<file path="src/wsf_map.svh">
// constants for the weak store, fence and flush unit
`ifndef WSF_MAP_SVH
`define WSF_MAP_SVH
`define WSF_LINE_BYTES 64
`define WSF_LINE_OFS_BITS 6
`define WSF_UNIT_BYTES 16
`define WSF_NT_PS_ALIGN_BITS 4
`define WSF_QWORD_BYTES 8
`define WSF_CNT_W 4
`define WSF_ADDR_W 32
`endif

</file>
<file path="src/wsf_pkg.sv">
// types shared by the weak store, fence and flush unit
package wsf_pkg;
  // operations offered by the pipeline
  typedef enum logic [3:0] {
    WSF_OP_LOAD,
    WSF_OP_STORE,
    WSF_OP_NT_PS,
    WSF_OP_NT_DQ,
    WSF_OP_NT_Q,
    WSF_OP_NT_MASK,
    WSF_OP_SFENCE,
    WSF_OP_LFENCE,
    WSF_OP_MFENCE,
    WSF_OP_FLUSH
  } wsf_op_t;
  // memory attribute of the target page
  typedef enum logic [2:0] {
    WSF_MT_WB,
    WSF_MT_WT,
    WSF_MT_UC,
    WSF_MT_WP,
    WSF_MT_WRITE_COMBINING_TYPE
  } wsf_mtype_t;
  // commands toward the cache hierarchy and memory
  typedef enum logic [2:0] {
    WSF_CMD_NONE,
    WSF_CMD_READ,
    WSF_CMD_WRITE,
    WSF_CMD_WRITE_INPLACE,
    WSF_CMD_WRITE_LINE,
    WSF_CMD_EVICT,
    WSF_CMD_PROBE,
    WSF_CMD_INVAL
  } wsf_cmd_t;
endpackage

</file>
<file path="src/wsf_unit.sv">
// weak store, fence and cache line flush logic of the load/store unit
`timescale 1ns/1ps
`include "wsf_map.svh"
module wsf_unit import wsf_pkg::*; #(
  parameter int ADDR_W = `WSF_ADDR_W,
  parameter int LINE_BYTES = `WSF_LINE_BYTES,
  parameter int CNT_W = `WSF_CNT_W,
  parameter bit EVICT_ON_NT_HIT = 1'b1
) (
  input wire logic clock_i,
  input wire logic reset_i,
  input wire logic ce_i,
  input wire logic op_valid_i,
  output logic op_ready_o,
  input wire wsf_op_t op_i,
  input wire logic [ADDR_W-1:0] addr_i,
  input wire logic [ADDR_W-1:0] dest_index_i,
  input wire logic [`WSF_UNIT_BYTES*8-1:0] data_i,
  input wire logic [`WSF_UNIT_BYTES*8-1:0] mask_i,
  input wire wsf_mtype_t mem_type_i,
  input wire logic xlat_fault_i,
  output logic done_o,
  output logic gp_fault_o,
  output logic page_fault_o,
  output logic mem_valid_o,
  input wire logic mem_ready_i,
  output wsf_cmd_t mem_cmd_o,
  output logic [ADDR_W-1:0] mem_addr_o,
  output logic [LINE_BYTES*8-1:0] mem_wdata_o,
  output logic [LINE_BYTES-1:0] mem_be_o,
  output logic mem_alloc_o,
  output logic mem_bcast_o,
  input wire logic probe_resp_i,
  input wire logic probe_dirty_i,
  input wire logic load_vis_i,
  input wire logic store_vis_i,
  input wire logic flush_vis_i,
  input wire logic [`WSF_UNIT_BYTES*8-1:0] load_data_i,
  output logic load_valid_o,
  output logic [`WSF_UNIT_BYTES*8-1:0] load_data_o
);
  localparam int UB = `WSF_UNIT_BYTES;
  localparam int OB = `WSF_LINE_OFS_BITS;

  typedef enum logic [3:0] {
    WSF_ST_IDLE,
    WSF_ST_ISSUE,
    WSF_ST_EVICT,
    WSF_ST_DRAIN,
    WSF_ST_MERGE,
    WSF_ST_FENCE,
    WSF_ST_PROBE,
    WSF_ST_PROBE_WAIT,
    WSF_ST_WRBACK,
    WSF_ST_INVAL
  } wsf_state_t;

  // line base of an address: the low offset bits cleared
  function automatic logic [ADDR_W-1:0] wsf_line_of(input logic [ADDR_W-1:0] a);
    return {a[ADDR_W-1:OB], {OB{1'b0}}};
  endfunction

  // place a 16-byte lane at its byte offset inside a line
  function automatic logic [LINE_BYTES*8-1:0] wsf_place_data(
      input logic [UB*8-1:0] d, input logic [OB-1:0] ofs);
    logic [LINE_BYTES*8-1:0] wide;
    wide = '0;
    wide[UB*8-1:0] = d;
    return wide << {ofs, 3'b000};
  endfunction

  function automatic logic [LINE_BYTES-1:0] wsf_place_be(
      input logic [UB-1:0] be, input logic [OB-1:0] ofs);
    logic [LINE_BYTES-1:0] wide;
    wide = '0;
    wide[UB-1:0] = be;
    return wide << ofs;
  endfunction

  wsf_state_t state, next_state;
  wsf_op_t op_q, next_op_q;
  wsf_cmd_t cmd_q, next_cmd_q;
  logic [ADDR_W-1:0] addr_q, next_addr_q;
  logic [LINE_BYTES*8-1:0] data_q, next_data_q;
  logic [LINE_BYTES-1:0] be_q, next_be_q;
  logic alloc_q, next_alloc_q;
  logic done, next_done;
  logic gp_fault, next_gp_fault;
  logic page_fault, next_page_fault;
  logic [CNT_W-1:0] st_pend, next_st_pend;
  logic [CNT_W-1:0] ld_pend, next_ld_pend;
  logic [CNT_W-1:0] fl_pend, next_fl_pend;
  logic load_valid, next_load_valid;
  logic [UB*8-1:0] load_data, next_load_data;

  logic accept, fire, wc_merge, wc_clear, wc_valid;
  logic [ADDR_W-1:0] wc_line;
  logic [LINE_BYTES*8-1:0] wc_data;
  logic [LINE_BYTES-1:0] wc_be;
  logic [ADDR_W-1:0] eff_addr;
  logic [UB-1:0] lane_be;
  logic is_nt, fence_ok;

  assign op_ready_o = ce_i && (state == WSF_ST_IDLE);
  assign accept = op_valid_i && op_ready_o;
  assign fire = ce_i && mem_valid_o && mem_ready_i;

  // the write-combining line that streaming stores gather into
  wsf_wc_buffer #(
    .LINE_BYTES(LINE_BYTES),
    .ADDR_W(ADDR_W)
  ) u_wc (
    .clock_i(clock_i),
    .reset_i(reset_i),
    .ce_i(ce_i),
    .merge_i(wc_merge),
    .clear_i(wc_clear),
    .line_addr_i(wsf_line_of(addr_q)),
    .data_i(data_q),
    .be_i(be_q),
    .valid_o(wc_valid),
    .line_addr_o(wc_line),
    .data_o(wc_data),
    .be_o(wc_be)
  );

  // masked store addresses through the index register, other ops through the operand
  always_comb begin
    eff_addr = (op_i == WSF_OP_NT_MASK) ? dest_index_i : addr_i;
    is_nt = op_i inside {WSF_OP_NT_PS, WSF_OP_NT_DQ, WSF_OP_NT_Q, WSF_OP_NT_MASK};
    lane_be = '1;
    if (op_i == WSF_OP_NT_Q) begin
      lane_be = {{(UB-`WSF_QWORD_BYTES){1'b0}}, {`WSF_QWORD_BYTES{1'b1}}};
    end else if (op_i == WSF_OP_NT_MASK) begin
      for (int i = 0; i < UB; i++) begin
        lane_be[i] = mask_i[i*8+7];
      end
    end
  end

  // load and store fences wait only on their own class and pass each other; the full fence waits on all three counters and the buffer
  always_comb begin
    unique case (op_q)
      WSF_OP_SFENCE: fence_ok = (st_pend == '0) && !wc_valid;
      WSF_OP_LFENCE: fence_ok = (ld_pend == '0);
      default: fence_ok = (st_pend == '0) && (ld_pend == '0) && (fl_pend == '0)
                          && !wc_valid;
    endcase
  end

  // request toward the hierarchy is a mux of held flops by state
  always_comb begin
    mem_valid_o = 1'b0;
    mem_cmd_o = WSF_CMD_NONE;
    mem_addr_o = wsf_line_of(addr_q);
    mem_wdata_o = data_q;
    mem_be_o = be_q;
    mem_alloc_o = 1'b0;
    mem_bcast_o = 1'b0;
    unique case (state)
      WSF_ST_ISSUE: begin
        mem_valid_o = 1'b1;
        mem_cmd_o = cmd_q;
        mem_alloc_o = alloc_q;
      end
      WSF_ST_EVICT: begin
        mem_valid_o = 1'b1;
        mem_cmd_o = WSF_CMD_EVICT;
      end
      WSF_ST_DRAIN: begin
        mem_valid_o = 1'b1;
        mem_cmd_o = WSF_CMD_WRITE_LINE;
        mem_addr_o = wc_line;
        mem_wdata_o = wc_data;
        mem_be_o = wc_be;
      end
      WSF_ST_PROBE: begin
        mem_valid_o = 1'b1;
        mem_cmd_o = WSF_CMD_PROBE;
      end
      WSF_ST_WRBACK: begin
        mem_valid_o = 1'b1;
        mem_cmd_o = WSF_CMD_WRITE_LINE;
        mem_be_o = '1;
      end
      WSF_ST_INVAL: begin
        mem_valid_o = 1'b1;
        mem_cmd_o = WSF_CMD_INVAL;
        mem_bcast_o = 1'b1;
      end
      default: begin
      end
    endcase
  end

  // main sequencer
  always_comb begin
    next_state = state;
    next_op_q = op_q;
    next_cmd_q = cmd_q;
    next_addr_q = addr_q;
    next_data_q = data_q;
    next_be_q = be_q;
    next_alloc_q = alloc_q;
    next_done = 1'b0;
    next_gp_fault = 1'b0;
    next_page_fault = 1'b0;
    wc_merge = 1'b0;
    wc_clear = 1'b0;
    unique case (state)
      WSF_ST_IDLE: begin
        if (accept) begin
          next_op_q = op_i;
          next_addr_q = eff_addr;
          next_data_q = wsf_place_data(data_i, eff_addr[OB-1:0]);
          next_be_q = wsf_place_be(lane_be, eff_addr[OB-1:0]);
          next_alloc_q = 1'b0;
          next_cmd_q = WSF_CMD_WRITE;
          if (xlat_fault_i && !(op_i inside {WSF_OP_SFENCE, WSF_OP_LFENCE, WSF_OP_MFENCE})) begin
            next_page_fault = 1'b1;
            next_done = 1'b1;
          end else if (op_i == WSF_OP_NT_PS && eff_addr[`WSF_NT_PS_ALIGN_BITS-1:0] != '0) begin
            next_gp_fault = 1'b1;
            next_done = 1'b1;
          end else if (op_i == WSF_OP_LOAD) begin
            next_cmd_q = WSF_CMD_READ;
            next_alloc_q = (mem_type_i != WSF_MT_WRITE_COMBINING_TYPE);
            next_state = WSF_ST_ISSUE;
          end else if (op_i == WSF_OP_STORE) begin
            next_alloc_q = 1'b1;
            next_state = WSF_ST_ISSUE;
          end else if (is_nt) begin
            // strongly ordered types keep their own semantics and skip combining
            if (mem_type_i inside {WSF_MT_UC, WSF_MT_WP}) begin
              next_state = WSF_ST_ISSUE;
            end else if (mem_type_i inside {WSF_MT_WB, WSF_MT_WT}) begin
              if (EVICT_ON_NT_HIT) begin
                next_state = WSF_ST_EVICT;
              end else begin
                next_cmd_q = WSF_CMD_WRITE_INPLACE;
                next_state = WSF_ST_ISSUE;
              end
            end else if (wc_valid && wc_line != wsf_line_of(eff_addr)) begin
              next_state = WSF_ST_DRAIN;
            end else begin
              next_state = WSF_ST_MERGE;
            end
          end else if (op_i == WSF_OP_FLUSH) begin
            next_state = WSF_ST_PROBE;
          end else if (op_i != WSF_OP_LFENCE && wc_valid) begin
            next_state = WSF_ST_DRAIN;
          end else begin
            next_state = WSF_ST_FENCE;
          end
        end
      end
      WSF_ST_ISSUE: begin
        if (fire) begin
          next_done = 1'b1;
          next_state = WSF_ST_IDLE;
        end
      end
      WSF_ST_EVICT: begin
        if (fire) begin
          if (wc_valid && wc_line != wsf_line_of(addr_q)) begin
            next_state = WSF_ST_DRAIN;
          end else begin
            next_state = WSF_ST_MERGE;
          end
        end
      end
      WSF_ST_DRAIN: begin
        if (fire) begin
          wc_clear = 1'b1;
          if (op_q inside {WSF_OP_SFENCE, WSF_OP_MFENCE}) begin
            next_state = WSF_ST_FENCE;
          end else begin
            next_state = WSF_ST_MERGE;
          end
        end
      end
      WSF_ST_MERGE: begin
        wc_merge = 1'b1;
        next_done = 1'b1;
        next_state = WSF_ST_IDLE;
      end
      WSF_ST_FENCE: begin
        if (fence_ok) begin
          next_done = 1'b1;
          next_state = WSF_ST_IDLE;
        end
      end
      WSF_ST_PROBE: begin
        if (fire) begin
          next_state = WSF_ST_PROBE_WAIT;
        end
      end
      WSF_ST_PROBE_WAIT: begin
        if (probe_resp_i) begin
          next_state = probe_dirty_i ? WSF_ST_WRBACK : WSF_ST_INVAL;
        end
      end
      WSF_ST_WRBACK: begin
        if (fire) begin
          next_state = WSF_ST_INVAL;
        end
      end
      WSF_ST_INVAL: begin
        if (fire) begin
          next_done = 1'b1;
          next_state = WSF_ST_IDLE;
        end
      end
    endcase
  end

  // visibility counters; issue and acknowledge in one cycle cancel out
  always_comb begin
    logic st_issue, ld_issue, fl_issue;
    st_issue = fire && (mem_cmd_o inside {WSF_CMD_WRITE, WSF_CMD_WRITE_INPLACE,
                                          WSF_CMD_WRITE_LINE, WSF_CMD_EVICT});
    ld_issue = fire && (mem_cmd_o == WSF_CMD_READ);
    fl_issue = fire && (mem_cmd_o == WSF_CMD_INVAL);
    next_st_pend = st_pend + CNT_W'(st_issue) - CNT_W'(store_vis_i);
    next_ld_pend = ld_pend + CNT_W'(ld_issue) - CNT_W'(load_vis_i);
    next_fl_pend = fl_pend + CNT_W'(fl_issue) - CNT_W'(flush_vis_i);
    next_load_valid = load_vis_i;
    next_load_data = load_vis_i ? load_data_i : load_data;
  end

  always_ff @(posedge clock_i or posedge reset_i) begin
    if (reset_i) begin
      state <= WSF_ST_IDLE;
      op_q <= WSF_OP_LOAD;
      cmd_q <= WSF_CMD_NONE;
      addr_q <= '0;
      data_q <= '0;
      be_q <= '0;
      alloc_q <= 1'b0;
      done <= 1'b0;
      gp_fault <= 1'b0;
      page_fault <= 1'b0;
      st_pend <= '0;
      ld_pend <= '0;
      fl_pend <= '0;
      load_valid <= 1'b0;
      load_data <= '0;
    end else if (ce_i) begin
      state <= next_state;
      op_q <= next_op_q;
      cmd_q <= next_cmd_q;
      addr_q <= next_addr_q;
      data_q <= next_data_q;
      be_q <= next_be_q;
      alloc_q <= next_alloc_q;
      done <= next_done;
      gp_fault <= next_gp_fault;
      page_fault <= next_page_fault;
      st_pend <= next_st_pend;
      ld_pend <= next_ld_pend;
      fl_pend <= next_fl_pend;
      load_valid <= next_load_valid;
      load_data <= next_load_data;
    end
  end

  assign done_o = done;
  assign gp_fault_o = gp_fault;
  assign page_fault_o = page_fault;
  assign load_valid_o = load_valid;
  assign load_data_o = load_data;
endmodule

</file>
<file path="src/wsf_wc_buffer.sv">
// one-line write-combining buffer for streaming stores
`timescale 1ns/1ps
`include "wsf_map.svh"
module wsf_wc_buffer import wsf_pkg::*; #(
  parameter int LINE_BYTES = `WSF_LINE_BYTES,
  parameter int ADDR_W = `WSF_ADDR_W
) (
  input wire logic clock_i,
  input wire logic reset_i,
  input wire logic ce_i,
  input wire logic merge_i,
  input wire logic clear_i,
  input wire logic [ADDR_W-1:0] line_addr_i,
  input wire logic [LINE_BYTES*8-1:0] data_i,
  input wire logic [LINE_BYTES-1:0] be_i,
  output logic valid_o,
  output logic [ADDR_W-1:0] line_addr_o,
  output logic [LINE_BYTES*8-1:0] data_o,
  output logic [LINE_BYTES-1:0] be_o
);
  logic [7:0] bytes [LINE_BYTES];
  logic [7:0] next_bytes [LINE_BYTES];
  logic [LINE_BYTES-1:0] be;
  logic [LINE_BYTES-1:0] next_be;
  logic [ADDR_W-1:0] line;
  logic [ADDR_W-1:0] next_line;

  // later bytes overwrite earlier ones; clear runs first so drain and refill may share a cycle
  always_comb begin
    next_bytes = bytes;
    next_be = clear_i ? '0 : be;
    next_line = line;
    if (merge_i) begin
      next_line = line_addr_i;
      for (int i = 0; i < LINE_BYTES; i++) begin
        if (be_i[i]) begin
          next_bytes[i] = data_i[i*8 +: 8];
          next_be[i] = 1'b1;
        end
      end
    end
  end

  always_ff @(posedge clock_i or posedge reset_i) begin
    if (reset_i) begin
      be <= '0;
      line <= '0;
      for (int i = 0; i < LINE_BYTES; i++) begin
        bytes[i] <= 8'h00;
      end
    end else if (ce_i) begin
      be <= next_be;
      line <= next_line;
      bytes <= next_bytes;
    end
  end

  always_comb begin
    for (int i = 0; i < LINE_BYTES; i++) begin
      data_o[i*8 +: 8] = bytes[i];
    end
  end

  assign valid_o = |be;
  assign be_o = be;
  assign line_addr_o = line;
endmodule

</file>
<file path="config.mk">
export PLATFORM = sky130hd
export DESIGN_NAME = wsf_unit
export DESIGN_NICKNAME = d
export VERILOG_FILES = /design/src/wsf_pkg.sv /design/src/wsf_unit.sv /design/src/wsf_wc_buffer.sv
export VERILOG_INCLUDE_DIRS = /design/src
export SDC_FILE = /design/constraint.sdc
export NUM_CORES = 2
export LEC_CHECK = 0
export BUFFER_PORTS_ARGS = -buffer_cell sky130_fd_sc_hd__buf_2
export CORE_AREA = 2 2 478 480
export CTS_CLUSTER_SIZE = 40
export DETAILED_ROUTE_END_ITERATION = 8
export DIE_AREA = 0 0 480 482
export SYNTH_ARGS = -nofsm -noshare
export SYNTH_HDL_FRONTEND = slang
export SYNTH_SLANG_ARGS = --single-unit
</file>
<file path="constraint.sdc">
create_clock -name clock_i -period 35.7 [get_ports clock_i]
set_input_delay 0 -clock clock_i [delete_from_list [all_inputs] [get_ports clock_i]]
set_output_delay 0 -clock clock_i [all_outputs]
set_load 0.005 [all_outputs]
</file>
==> results.json <==
{
  "status": "completed",
  "cpLargestDelayFamily": "simple AND/OR/NAND/NOR gates",
  "ys_warn_count": 0,
  "rsz0062_at_grt": "false",
  "cts_made_buffers": 160,
  "gr-usage-all-layers_pct": 31.86,
  "die_width_microns": 480,
  "layout_min_cycle_time_ps": 6146,
  "antenna_found_initial": 94,
  "grt_overflow_total": 0,
  "top_layer": "met5",
  "synth.area.top_cells": "dfrtp_1 (49%), nand2_1 (13%), mux2_2 (11%)",
  "synth_common_cells": "nand2_1 (2,361), dfrtp_1 (1,359), mux2_2 (689)",
  "ios": 1213,
  "wl_per_cell_microns": 31.78,
  "cp.buffers_inverters": 4,
  "vias": 67929,
  "yosysMostFrequentCell": "nand2_1",
  "viasPerCell": 5.657,
  "wl_met3_microns": 31640,
  "synthCells": 7421,
  "grt_pass1_vias": 65368,
  "wl_microns": 381600,
  "synth_area_sq_um": 70080,
  "root_buffer": "clkbuf_16",
  "start_util_pct": 30.95,
  "ys_types": 85,
  "grt_start_max_net_pins": 203,
  "hp-class": "in -> reg",
  "dp_hpwl_microns": 282900,
  "first_pass_iters": 8,
  "core_sq_um": 226400,
  "seq_area_frac_synth_pct": 48.53,
  "critPathKind": "in -> reg",
  "rrSetupSlack_ps": 31220,
  "critPathMaxStageDelay_ps": 1160,
  "finalCritPeriodShare_pct": 17.22,
  "gp_congestion": 1.024,
  "rows": 175,
  "slowest_stage": "nor3_1",
  "htree_num_levels": 4,
  "syn2layout_area_growth_pct": 27.54,
  "leakagePower_nw": 44.79,
  "wl_met1_microns": 142400,
  "cp.required_ps": 36390,
  "utilization_pct": 39.48,
  "setup_viol": 0,
  "cts_resized": 0,
  "synth-edff-count": 0,
  "worstMarginPinSlew_ps": 1455,
  "relSlewSlack_pct": 2.975,
  "dp_cells": 11183,
  "synth_largest_area_cell": "dfrtp_1",
  "fmax_mhz": 162.7,
  "synth_seq_cells": 1359,
  "yosys.area.top_type_share_pct": 48.53,
  "startpoint_type": "input pin",
  "p_per_area_nw_per_um2": 72.81,
  "async_reset_ff_share_pct": 100.0,
  "drive_above_1_share_pct": 26.06,
  "grt_pass1_wl_microns": 519900,
  "path_clk_slew_ps": 60,
  "maxCapViolCount": 0,
  "ctsLongestPathBuffers": 3,
  "cts_sinks": 1359,
  "fillers": 22354,
  "cp_max_fo": 118,
  "layoutNonFillerInstCount": 12009,
  "total_power_mw": 6.507,
  "cts_setup_buffers": 0,
  "dieArea_sq_um": 231400,
  "met2WireLength_microns": 168500,
  "worst_ep_arrival_time_ps": 6840,
  "fin_ws_ps": 29550,
  "port_buffers": 1094,
  "fin_nets": 9301,
  "register_area_sq_um": 34010,
  "cts-hold-fix-buffers": 481,
  "setup.worst_path.end_class": "flip-flop",
  "antenna_left": 0,
  "final_hold_viol_count": 0,
  "initialDrtViolationCount": 7858,
  "drc": 0,
  "die_h_microns": 482,
  "peakVddDrop_mv": 0.05190,
  "clock_latency_ps": 860,
  "fin_tns_setup_ps": 0,
  "ys.flop_type": "dfrtp_1",
  "cts_tree": "built",
  "maxSlewViolCount": 0,
  "crit_chain": "dlygate4sd3_1 > buf_2 > and4bb_4 > buf_4 > mux2i_4 > buf_12 > nand2_1 > nor2_1 > nor3_1 > o221ai_1 > a22o_1",
  "syn_avg_cell_area_sq_um": 9.443,
  "finClkSkew_ps": 53.50,
  "pre_cts_ws_ps": 29720,
  "multi_input_area_sq_um": 34080
}
==> layout make-up <==
class	instances	share of cell area, %
flip-flops and latches	1359	38.05
inverters	50	0.2142
repair buffers	1739	13.02
multi-input cells	5507	38.13
clock buffers	228	5.216
well taps	3009	4.212
clock inverters	59	0.9926
diodes	58	0.1624
==> final timing paths <==
kind	from	to	cells after the start
setup / recovery	op_i[0]	data_q[140]	11
hold / removal	load_data_i[51]	load_data_o[51]	3
setup reg to reg	state[3]	addr_q[28]	7
hold reg to reg	cmd_q[0]	cmd_q[0]	1
max in group asynchronous	reset_i	u_wc.line_addr_o[27]	10
min in group asynchronous	reset_i	u_wc.data_o[415]	4
==> through the flow <==
stage | hold slack [ps] | cell area [sq um]
after floorplan | 101.1 | 70100
after global placement | 111.9 | 78870
after detailed placement | 123.2 | 78870
after CTS | 0.6551 | 89230
after global routing | 17.52 | 89340
final | 52.68 | 89370
==> cells by family (layout without fill, tap and decap cells) <==
family / Yosys count / count (layout) / synth area share, %
AOI/OAI and AO/OA: 1528 / 1528 / 15.30
xor gates and xnor gates: 53 / 53 / 0.6624
adders and majority gates: 19 / 19 / 0.3678
buffers and inverters: 560 / 2076 / 3.298
DFF: 1359 / 1359 / 48.53
muxes: 900 / 900 / 14.55
other: 1 / 64 / 0.005351
and+or+nand+nor: 3001 / 3001 / 17.30
==> worst reg2reg max path, stage by stage, from the launching register on <==
cell and delay, ps:
dfrtp_1 770, nor4_1 220, nand3_4 230, buf_4 630
buf_4 910, buf_4 720, o21ai_0 290, dlygate4sd3_1 600
==> report_power, final <==
part / leakage, nW / switching, mW / internal (mW)
registers: 18.1 / 0.389 / 1.96
clock network: 2.71 / 0.732 / 1.02
logic: 23.9 / 1.54 / 0.870
total: 44.8 / 2.66 / 3.85
==> layout by cell type (no fill, tap or decap), types with 49 or more instances in the layout <==
cell type      synthesis  routed
a211oi_1              61      61
a21o_1                55      55
a21oi_1              212     212
a22o_1               238     238
a22oi_1              139     139
buf_2                 71    1094
buf_4                 18     155
clkbuf_16              0     162
dfrtp_1             1359    1359
diode_2                0      58
dlygate4sd3_1          0     481
mux2_2               689     688
mux2i_1              184     170
nand2_1             2361    2355
nand2b_1              95      95
nand3_1               96      92
nor2_1               226     216
nor3_1                88      87
o211ai_1              53      53
o21ai_0              315     310
o221ai_1              60      60
o22ai_1               49      49
==> registers in the layout, summed over array words and instances (netlist names) <==
signal	flops
load_data_o	128
load_valid_o	1
addr_q	26
state	4
fl_pend	4
be_q	64
u_wc.line_addr_o	26
u_wc.be_o	64
done_o	1
cmd_q	2
data_q	512
alloc_q	1
gp_fault_o	1
page_fault_o	1
op_q	4
u_wc.data_o	512
ld_pend	4
st_pend	4
==> per-layer routing <==
metal | track usage [%] | vias up
met5 | 0 | -
met1 | 38.22 | 34094
met3 | 6.404 | 1001
met4 | 27.18 | 12
met2 | 49.14 | 3966
li1 | - | 28856
No activity file was read; power rests on OpenSTA's default activity.
